--- config.mk ---
export PLATFORM = sky130hd
export DESIGN_NAME = bfacs_top
export DESIGN_NICKNAME = d
export VERILOG_FILES = /design/src/common/bfacs_pkg.sv /design/src/logic/bfacs_seq_check.sv /design/src/logic/bfacs_irq_regs.sv /design/src/logic/bfacs_top.sv
export SDC_FILE = /design/constraint.sdc
export NUM_CORES = 1
export LEC_CHECK = 0
export BUFFER_PORTS_ARGS = -buffer_cell sky130_fd_sc_hd__clkbuf_2
export CORE_ASPECT_RATIO = 2
export CORE_MARGIN = 2
export CORE_UTILIZATION = 41
export DETAILED_ROUTE_END_ITERATION = 10
export GPL_ROUTABILITY_DRIVEN = 0
export GPL_TIMING_DRIVEN = 0
export PLACE_DENSITY = 0.62
export SLEW_MARGIN = 20
export SYNTH_ARGS = -nofsm -noshare
export SYNTH_HDL_FRONTEND = slang
export SYNTH_SLANG_ARGS = --single-unit
export TNS_END_PERCENT = 20
--- constraint.sdc ---
create_clock -name sys_clk_i -period 4.2 [get_ports sys_clk_i]
set_input_delay 0.42 -clock sys_clk_i [delete_from_list [all_inputs] [get_ports sys_clk_i]]
set_output_delay 0.42 -clock sys_clk_i [all_outputs]
set_load 0.01 [all_outputs]
--- src/common/bfacs_pkg.sv ---
// Shared constants, types and register layout of the boot flash alias and
// configuration loader.
// Assumes a single system clock domain and a flash read port with ECC status.
package bfacs_pkg;

  // Data path widths
  localparam int WORD_W = 32;
  localparam int TAG_W = 16;
  localparam int CFG_WORDS = 6;
  localparam int IDX_W = 3;
  localparam int IRQ_W = 3;

  // Layout of a bank sequence word
  localparam int TAG_LSB = 0;
  localparam int CHK_LSB = 16;

  // Layout of the reset control register
  localparam int SWAP_BIT = 0;
  localparam int DONE_BIT = 1;
  localparam int FAIL_BIT = 26;
  localparam int ERR_BIT = 27;

  // Interrupt status and mask layout
  localparam int IRQ_ERR = 0;
  localparam int IRQ_FAIL = 1;
  localparam int IRQ_DONE = 2;

  // Register byte offsets
  localparam logic [5:0] OFF_RESET_CONTROL = 6'h00;
  localparam logic [5:0] OFF_IRQ_STATUS = 6'h04;
  localparam logic [5:0] OFF_IRQ_MASK = 6'h08;
  localparam logic [5:0] OFF_SEQ_TAGS = 6'h0C;
  localparam logic [5:0] OFF_CFG_BASE = 6'h10;

  // Reset and default values
  localparam logic [IRQ_W-1:0] IRQ_MASK_RST = 3'h0;
  localparam logic [TAG_W-1:0] DEFAULT_TAG = 16'h0000;
  localparam logic [WORD_W-1:0] CFG_DEFAULT = 32'hFFFFFFFF;
  localparam logic [WORD_W-1:0] READ_ZERO = 32'h00000000;

  // Word slots of the configuration space, in load order
  localparam logic [IDX_W-1:0] IDX_SIGNATURE = 3'h0;
  localparam logic [IDX_W-1:0] IDX_CODE_PROTECT = 3'h1;
  localparam logic [IDX_W-1:0] IDX_LAST = 3'h5;

  // Bank and space selectors on the flash port
  localparam logic BANK1 = 1'b0;
  localparam logic BANK2 = 1'b1;
  localparam logic SPACE_SEQ = 1'b0;
  localparam logic SPACE_CFG = 1'b1;

  typedef enum logic [1:0] {
    BFACS_ST_SEQ = 2'b00,
    BFACS_ST_CFG = 2'b01,
    BFACS_ST_DONE = 2'b11
  } bfacs_state_e;

  typedef struct packed {
    logic valid;
    logic bank;
    logic alt;
    logic space;
    logic [IDX_W-1:0] index;
  } bfacs_req_s;

  typedef struct packed {
    logic valid;
    logic ue;
    logic [WORD_W-1:0] data;
  } bfacs_rsp_s;

endpackage

--- src/logic/bfacs_seq_check.sv ---
// Validation of one sequence word: tag against its complement check field.
// Purely combinational; fed by the flash read data on the same clock.
`timescale 1ns/1ps
module bfacs_seq_check (
  input wire logic [bfacs_pkg::WORD_W-1:0] word_i, // Sequence word as read
  output logic [bfacs_pkg::TAG_W-1:0] sequence_tag_o, // Tag field
  output logic tag_valid_o // Check field is the complement of the tag
);

  logic [bfacs_pkg::TAG_W-1:0] sequence_check;

  assign sequence_tag_o = word_i[bfacs_pkg::TAG_LSB +: bfacs_pkg::TAG_W];
  assign sequence_check = word_i[bfacs_pkg::CHK_LSB +: bfacs_pkg::TAG_W];
  assign tag_valid_o = (sequence_check == ~sequence_tag_o);

endmodule

--- src/logic/bfacs_irq_regs.sv ---
// Sticky interrupt status, mask and level interrupt output.
// Assumes events are one-cycle pulses and clears come from a status read.
`timescale 1ns/1ps
module bfacs_irq_regs (
  input wire logic sys_clk_i, // System clock
  input wire logic reset_n_i, // Synchronous reset, active low
  input wire logic ce_i, // Clock enable
  input wire logic [bfacs_pkg::IRQ_W-1:0] event_i, // Event pulses
  input wire logic [bfacs_pkg::IRQ_W-1:0] clear_i, // Bits cleared by a read
  input wire logic mask_wr_i, // Mask write strobe
  input wire logic [bfacs_pkg::IRQ_W-1:0] mask_data_i, // New mask value
  output logic [bfacs_pkg::IRQ_W-1:0] status_o, // Sticky status
  output logic [bfacs_pkg::IRQ_W-1:0] mask_o, // Mask
  output logic irq_o // Level interrupt
);

  logic [bfacs_pkg::IRQ_W-1:0] next_status;

  // A new event wins over a clear in the same cycle
  assign next_status = (status_o & ~clear_i) | event_i;

  always_ff @(posedge sys_clk_i) begin
    if (!reset_n_i) begin
      status_o <= '0;
    end else if (ce_i) begin
      status_o <= next_status;
    end
  end

  always_ff @(posedge sys_clk_i) begin
    if (!reset_n_i) begin
      mask_o <= bfacs_pkg::IRQ_MASK_RST;
    end else if (ce_i && mask_wr_i) begin
      mask_o <= mask_data_i;
    end
  end

  always_ff @(posedge sys_clk_i) begin
    if (!reset_n_i) begin
      irq_o <= 1'b0;
    end else if (ce_i) begin
      irq_o <= |(next_status & (mask_wr_i ? mask_data_i : mask_o));
    end
  end

endmodule

--- src/logic/bfacs_top.sv ---
// Boot flash alias selection and configuration word loader.
// Assumes a flash read port that answers each held request with one
// valid pulse carrying data and an uncorrectable-ECC flag.
//
// Notes on behaviour
// - Bank1 tag greater or equal: bank1 lower
// - Bank2 tag strictly greater: swap the banks
// - Tag valid only if check is complement
// - Invalid tag: use alternate sequence word
// - Configuration words come from lower alias bank
// - Every sequence and configuration word has alternate
// - Primary ECC error: set error flag, use alternate
// - Both copies unusable: default; failure flag only if both had ECC errors
`timescale 1ns/1ps
module bfacs_top (
  input wire logic sys_clk_i, // System clock, 20 MHz
  input wire logic reset_n_i, // Synchronous reset, active low
  input wire logic ce_i, // Clock enable, freezes state when low
  output bfacs_pkg::bfacs_req_s flash_req_o, // Flash read request
  input wire bfacs_pkg::bfacs_rsp_s flash_rsp_i, // Flash read answer
  input wire logic [5:0] avs_address_i, // Avalon byte address
  input wire logic avs_read_i, // Avalon read
  input wire logic avs_write_i, // Avalon write
  input wire logic [31:0] avs_writedata_i, // Avalon write data
  input wire logic [3:0] avs_byteenable_i, // Avalon byte enables
  output logic [31:0] avs_readdata_o, // Avalon read data
  output logic avs_waitrequest_o, // Avalon wait request
  output logic irq_o, // Level interrupt
  output logic lower_bank_o, // Bank mapped to the lower alias region
  output logic [bfacs_pkg::CFG_WORDS-1:0][bfacs_pkg::WORD_W-1:0] device_config_words_o, // Loaded words
  output logic boot_config_error_flag_o, // Primary word ECC error seen
  output logic boot_config_failure_flag_o, // ECC error in both copies
  output logic boot_done_o // Start-up complete, releases the device
);

  bfacs_pkg::bfacs_state_e state;
  logic bank_q;
  logic alt_q;
  logic prim_ue_q;
  logic [bfacs_pkg::IDX_W-1:0] idx_q;
  logic [bfacs_pkg::TAG_W-1:0] tag1_q;
  logic [bfacs_pkg::TAG_W-1:0] tag2_q;

  logic take;
  logic seq_ok;
  logic [bfacs_pkg::TAG_W-1:0] seq_tag;
  logic [bfacs_pkg::TAG_W-1:0] new_tag;
  logic in_seq;
  logic in_cfg;
  logic prim_bad;
  logic use_default;
  logic word_done;
  logic cfg_store;
  logic ev_err;
  logic ev_fail;
  logic ev_done;

  bfacs_seq_check u_seq_check (
    .word_i(flash_rsp_i.data),
    .sequence_tag_o(seq_tag),
    .tag_valid_o(seq_ok)
  );

  assign take = flash_req_o.valid & flash_rsp_i.valid;
  assign in_seq = (state == bfacs_pkg::BFACS_ST_SEQ);
  assign in_cfg = (state == bfacs_pkg::BFACS_ST_CFG);

  // Primary copy unusable: ECC failure, or a sequence tag failing its check
  assign prim_bad = take & ~alt_q & (flash_rsp_i.ue | (in_seq & ~seq_ok));
  // Alternate copy unusable as well: fall back to the default value
  assign use_default = alt_q & (flash_rsp_i.ue | (in_seq & ~seq_ok));
  assign word_done = take & ~prim_bad;
  assign cfg_store = word_done & in_cfg;
  assign new_tag = use_default ? bfacs_pkg::DEFAULT_TAG : seq_tag;

  assign ev_err = take & ~alt_q & flash_rsp_i.ue;
  assign ev_fail = take & alt_q & flash_rsp_i.ue & prim_ue_q;
  assign ev_done = cfg_store & (idx_q == bfacs_pkg::IDX_LAST);

  // Start-up sequencer
  always_ff @(posedge sys_clk_i) begin
    if (!reset_n_i) begin
      state <= bfacs_pkg::BFACS_ST_SEQ;
      bank_q <= bfacs_pkg::BANK1;
      alt_q <= 1'b0;
      prim_ue_q <= 1'b0;
      idx_q <= bfacs_pkg::IDX_SIGNATURE;
    end else if (ce_i && take) begin
      if (prim_bad) begin
        alt_q <= 1'b1;
        prim_ue_q <= flash_rsp_i.ue;
      end else begin
        alt_q <= 1'b0;
        prim_ue_q <= 1'b0;
        case (state)
          bfacs_pkg::BFACS_ST_SEQ: begin
            if (bank_q == bfacs_pkg::BANK2) begin
              state <= bfacs_pkg::BFACS_ST_CFG;
              idx_q <= bfacs_pkg::IDX_SIGNATURE;
            end else begin
              bank_q <= bfacs_pkg::BANK2;
            end
          end
          bfacs_pkg::BFACS_ST_CFG: begin
            if (idx_q == bfacs_pkg::IDX_LAST) begin
              state <= bfacs_pkg::BFACS_ST_DONE;
            end else begin
              idx_q <= idx_q + 3'h1;
            end
          end
          default: begin
            state <= bfacs_pkg::BFACS_ST_DONE;
          end
        endcase
      end
    end
  end

  // Sequence tags of both banks
  always_ff @(posedge sys_clk_i) begin
    if (!reset_n_i) begin
      tag1_q <= bfacs_pkg::DEFAULT_TAG;
      tag2_q <= bfacs_pkg::DEFAULT_TAG;
    end else if (ce_i && word_done && in_seq) begin
      if (bank_q == bfacs_pkg::BANK1) begin
        tag1_q <= new_tag;
      end else begin
        tag2_q <= new_tag;
      end
    end
  end

  // Alias mapping, resolved when the second tag arrives
  always_ff @(posedge sys_clk_i) begin
    if (!reset_n_i) begin
      lower_bank_o <= bfacs_pkg::BANK1;
    end else if (ce_i && word_done && in_seq && bank_q == bfacs_pkg::BANK2) begin
      if (new_tag > tag1_q) begin
        lower_bank_o <= bfacs_pkg::BANK2;
      end else begin
        lower_bank_o <= bfacs_pkg::BANK1;
      end
    end
  end

  // Flash request: held until answered, one idle cycle between requests
  // The idle cycle lets alt_q, idx_q and the mapping settle before the next read
  always_ff @(posedge sys_clk_i) begin
    if (!reset_n_i) begin
      flash_req_o <= '0;
    end else if (ce_i) begin
      if (flash_req_o.valid) begin
        if (flash_rsp_i.valid) begin
          flash_req_o.valid <= 1'b0;
        end
      end else if (state != bfacs_pkg::BFACS_ST_DONE) begin
        flash_req_o.valid <= 1'b1;
        flash_req_o.alt <= alt_q;
        flash_req_o.index <= in_cfg ? idx_q : bfacs_pkg::IDX_SIGNATURE;
        if (in_cfg) begin
          flash_req_o.space <= bfacs_pkg::SPACE_CFG;
          flash_req_o.bank <= lower_bank_o;
        end else begin
          flash_req_o.space <= bfacs_pkg::SPACE_SEQ;
          flash_req_o.bank <= bank_q;
        end
      end
    end
  end

  // Configuration word storage, one slot per word
  genvar gi;
  generate
    for (gi = 0; gi < bfacs_pkg::CFG_WORDS; gi++) begin : g_cfg
      always_ff @(posedge sys_clk_i) begin
        if (!reset_n_i) begin
          device_config_words_o[gi] <= bfacs_pkg::CFG_DEFAULT;
        end else if (ce_i && cfg_store && idx_q == bfacs_pkg::IDX_W'(gi)) begin
          if (use_default) begin
            device_config_words_o[gi] <= bfacs_pkg::CFG_DEFAULT;
          end else begin
            device_config_words_o[gi] <= flash_rsp_i.data;
          end
        end
      end
    end
  endgenerate

  // Boot status flags
  always_ff @(posedge sys_clk_i) begin
    if (!reset_n_i) begin
      boot_config_error_flag_o <= 1'b0;
      boot_config_failure_flag_o <= 1'b0;
    end else if (ce_i) begin
      if (ev_err) begin
        boot_config_error_flag_o <= 1'b1;
      end
      if (ev_fail) begin
        boot_config_failure_flag_o <= 1'b1;
      end
    end
  end

  // Release only after every word is loaded; words, tags, mapping and boot flags hold afterwards
  always_ff @(posedge sys_clk_i) begin
    if (!reset_n_i) begin
      boot_done_o <= 1'b0;
    end else if (ce_i && ev_done) begin
      boot_done_o <= 1'b1;
    end
  end

  // Avalon-MM slave
  logic [bfacs_pkg::IRQ_W-1:0] irq_status;
  logic [bfacs_pkg::IRQ_W-1:0] irq_mask;
  logic [bfacs_pkg::IRQ_W-1:0] irq_clear;
  logic [31:0] rd_mux;
  logic [3:0] cfg_sel;
  logic acc_done;
  logic mask_wr;

  assign acc_done = (avs_read_i | avs_write_i) & ~avs_waitrequest_o;
  assign mask_wr = avs_write_i & acc_done & (avs_address_i == bfacs_pkg::OFF_IRQ_MASK)
    & avs_byteenable_i[0];
  assign cfg_sel = avs_address_i[5:2] - bfacs_pkg::OFF_CFG_BASE[5:2];

  // Clear exactly the status bits that the completed read returned
  always_comb begin
    irq_clear = '0;
    if (avs_read_i && acc_done && avs_address_i == bfacs_pkg::OFF_IRQ_STATUS) begin
      irq_clear = avs_readdata_o[bfacs_pkg::IRQ_W-1:0];
    end
  end

  // Read mux; unmapped and misaligned addresses read as zero
  always_comb begin
    rd_mux = bfacs_pkg::READ_ZERO;
    case (avs_address_i)
      bfacs_pkg::OFF_RESET_CONTROL: begin
        rd_mux[bfacs_pkg::ERR_BIT] = boot_config_error_flag_o;
        rd_mux[bfacs_pkg::FAIL_BIT] = boot_config_failure_flag_o;
        rd_mux[bfacs_pkg::DONE_BIT] = boot_done_o;
        rd_mux[bfacs_pkg::SWAP_BIT] = lower_bank_o;
      end
      bfacs_pkg::OFF_IRQ_STATUS: begin
        rd_mux[bfacs_pkg::IRQ_W-1:0] = irq_status;
      end
      bfacs_pkg::OFF_IRQ_MASK: begin
        rd_mux[bfacs_pkg::IRQ_W-1:0] = irq_mask;
      end
      bfacs_pkg::OFF_SEQ_TAGS: begin
        rd_mux = {tag2_q, tag1_q};
      end
      default: begin
        if (avs_address_i[1:0] == 2'h0 && avs_address_i >= bfacs_pkg::OFF_CFG_BASE
            && cfg_sel < 4'(bfacs_pkg::CFG_WORDS)) begin
          rd_mux = device_config_words_o[cfg_sel[bfacs_pkg::IDX_W-1:0]];
        end
      end
    endcase
  end

  // One wait cycle, then the access completes with waitrequest low
  always_ff @(posedge sys_clk_i) begin
    if (!reset_n_i) begin
      avs_waitrequest_o <= 1'b1;
    end else if (ce_i) begin
      if ((avs_read_i || avs_write_i) && avs_waitrequest_o) begin
        avs_waitrequest_o <= 1'b0;
      end else begin
        avs_waitrequest_o <= 1'b1;
      end
    end
  end

  // Read data captured in the wait cycle, held until the next read
  always_ff @(posedge sys_clk_i) begin
    if (!reset_n_i) begin
      avs_readdata_o <= bfacs_pkg::READ_ZERO;
    end else if (ce_i && avs_read_i && avs_waitrequest_o) begin
      avs_readdata_o <= rd_mux;
    end
  end

  // Events: bit 0 primary ECC error, bit 1 ECC error in both copies, bit 2 done
  bfacs_irq_regs u_irq (
    .sys_clk_i(sys_clk_i),
    .reset_n_i(reset_n_i),
    .ce_i(ce_i),
    .event_i({ev_done, ev_fail, ev_err}),
    .clear_i(irq_clear),
    .mask_wr_i(mask_wr),
    .mask_data_i(avs_writedata_i[bfacs_pkg::IRQ_W-1:0]),
    .status_o(irq_status),
    .mask_o(irq_mask),
    .irq_o(irq_o)
  );

endmodule

==> results.cfg <==
[run_status]
outcome = finished clean

[sta]
fin_worst_skew_ps = 17.05
setup_violations = 0
fin_crit_sh_pct = 92.53
slew_viol_final = 0
whs_ps = 130.1
rsz0062_at_grt = no
setup_tns_ps = 0
max_freq_mhz = 257.3
setup_ws_ps = 313.8
max_slew_margin_pct = 37.56
hold_viol = 0
fin_crit_ps = 3886
max_slew.worst_pin.slew_ps = 936.6

[route]
routed.top_layer = met4
drt_wl_total_um = 55060
route.met3.wl_um = 3288
first_pass_iters = 6
vias = 13130
m1WireLength_um = 18240
avgViaCountPerCell = 5.903
drt_first_iter_violations = 1011
met2_length_um = 28430
drtAntennaViolNets = 0
post_drt_wl_per_cell_um = 24.75
drc = 0

[synthesis]
synthFlopType = dfxtp_1
synth-seq-cells = 283
netlist_instances = 1511
synth_nets = 1616
ys_top_cells_by_area = dfxtp_1 44%, nor3_1 6.4%, o21ai_0 6.2%
syn_area_per_cell_um2 = 8.488
yosysSeqAreaShare_pct = 44.17
synth_top_area_cell = dfxtp_1
synth.distinct_cells = 56
synth_edf_count = 0
yosys_warnings = 0
netlist_area_um2 = 12830
synth-async-reset-ratio_pct = 0
netlist.area_leader.share_pct = 44.17

[pwr]
p_per_area_nw_per_um2 = 360.7
p_leak_nw = 6.152
p_clk_share_pct = 42.2
cellInternalPower_mw = 4.108
p_seq_share_pct = 49.0
combinationalPowerShare_pct = 8.8
p_total_mw = 5.556
switching_share_pct = 26.06
p_sw_mw = 1.448
ir_drop_uv = 271.8

[finish]
nets = 1893
layout-drive-gt1-share_pct = 22.05
layout_commonest_cell = dfxtp_1
syn_to_final_growth_pct = 20.11
layout_common_cells = 283 x dfxtp_1, 249 x clkbuf_2, 213 x nor2_1, 165 x nor3_1, 160 x o21ai_0
fin_util_pct = 49.93

[placed_design]
port_buffers = 249
dpl_worst_slack_ps = -148.4
hpwl_um = 43300

[cts]
clock-sinks = 283
htreeDepth = 1
cts_setup_buffers = 0
clk_pin_slew_ps = 70
cts_tree = done
clock-root-buffer = clkbuf_16
cts.path.max_buffers = 3
cts_resized = 0
clock_latency_ps = 560
cts_hold_buf = 0
cts-buffers-inserted = 26

[setup_path]
endpoint_kind = flip-flop
crit_chain = buf_2 > xor2_1 > nand4_1 > nor4_4 > o21ai_1 > clkbuf_1 > nor2b_1 > ha_1 > a21oi_1 > nor2_1 > o311ai_0 > o311ai_0 > a32o_1
cp_top_family = simple AND/OR/NAND/NOR gates
critPathLaunchType = input pin
slowest_delay_ps = 640
worstPathArrival_ps = 4330
crit_required_ps = 4640
cp.buffers_inverters = 2
cpMostUsedCell = o311ai_0
crit_path_max_fanout = 10
r2r-start = state[1]$_SDFFE_PN0P_
worstSetupPathType = in -> reg
startpoint = flash_rsp_i[6]
critPathSlowestCell = nor2b_1

[global_routing]
grt_max_degree = 15
antenna_found_initial = 2
grt_pass1_vias = 13040
track_usage_pct = 32.74
grt_pass1_wl_um = 79640
grt_overflow_total = 0

[die]
num_rows = 91
die_height_um = 254.1
top_level_ports = 318
start_util_pct = 41.57
die_area_um2 = 32800
placeableCoreArea_um2 = 30860
die_x_um = 129.1

[hold_path]
hold_class = in -> reg
hold_start = avs_writedata_i[0]

[flow_run]
maxCapViolations = 0
synthesized netlist by cell type (22+ instances only):
| library cell | count |
|---|---|
| a211oi_1 | 31 |
| a21oi_1 | 23 |
| a22o_1 | 30 |
| a22oi_1 | 27 |
| buf_2 | 59 |
| clkbuf_1 | 99 |
| dfxtp_1 | 283 |
| ha_1 | 24 |
| inv_1 | 22 |
| mux2i_1 | 35 |
| mux4_2 | 34 |
| nand2_1 | 105 |
| nor2_1 | 213 |
| nor3_1 | 165 |
| o21ai_0 | 160 |
| o21ai_1 | 42 |
| o22ai_1 | 35 |
worst reg2reg max path, delay by kind of cell (launching register included):
kind	cells	cell delay, ps
AOI/OAI and AO/OA	5	1250
buffers and inverters	2	600
and+or+nand+nor	4	870
adders and majority gates	1	390
DFF	1	350
power groups by stage:
stage / logic (mW) / clock network [mW] / registers, mW
final: 0.489 / 2.34 / 2.72
after global routing: 0.512 / 2.45 / 2.73
after floorplan: 0.274 / 0 / 2.79
after detailed placement: 0.477 / 0 / 2.79
after CTS: 0.478 / 2.34 / 2.73
after global placement: 0.473 / 0 / 2.79
kinds of logic after synthesis:
group | count (synthesis) | share of synthesized area, %
AND/OR/NAND/NOR | 554 | 19.59
AO/OA/AOI/OAI | 376 | 17.79
flip-flops | 283 | 44.17
buffers and inverters | 188 | 6.224
multiplexers | 70 | 8.789
adder cells (fa/ha/maj) | 24 | 2.341
XOR/XNOR | 16 | 1.093
flip-flops by register name, summed over array words and instances (netlist names):
signal	flops
state	2
u_irq.mask_o	3
device_config_words_o	192
avs_waitrequest_o	1
u_irq.irq_o	1
tag2_q	16
tag1_q	16
boot_config_failure_flag_o	1
avs_readdata_o	32
idx_q	3
boot_done_o	1
alt_q	1
prim_ue_q	1
u_irq.status_o	3
flash_req_o	7
lower_bank_o	1
bank_q	1
boot_config_error_flag_o	1
layer usage:
layer / global-route usage [%] / up-vias
li1: - / 5890
met1: 32.71 / 6267
met5: 0 / -
met2: 59.29 / 721
met4: 26.46 / 0
met3: 4.615 / 256
per-stage QoR:
stage               area, µm²  instances
floorplan               12830       1511
global placement        14600       2178
detailed placement      14600       2178
CTS                     15400       2223
global route            15400       2225
finish                  15400       2225
layout make-up:
class | instances | area, µm²
inverter | 23 | 86.33
clock buffer | 39 | 770.7
fill | 3130 | 15450
timing repair buffer | 249 | 1246
sequential | 283 | 5665
multi-input combinational | 1040 | 6362
tap | 418 | 523.0
buffer | 165 | 711.9
antenna | 2 | 5.005
clock inverter | 6 | 33.78
final timing paths:
| check | endpoint | slack (ps) | depth (start not counted) |
|---|---|---|---|
| hold / removal | u_irq.mask_o[0]$_SDFFE_PN0P_ | 130 | 3 |
| hold reg to reg | flash_req_o[0]$_SDFFE_PN0P_ | 460 | 2 |
| setup reg to reg | lower_bank_o$_SDFFE_PN0P_ | 630 | 12 |
| setup / recovery | lower_bank_o$_SDFFE_PN0P_ | 310 | 13 |
Power figures use the tool's default switching activity.
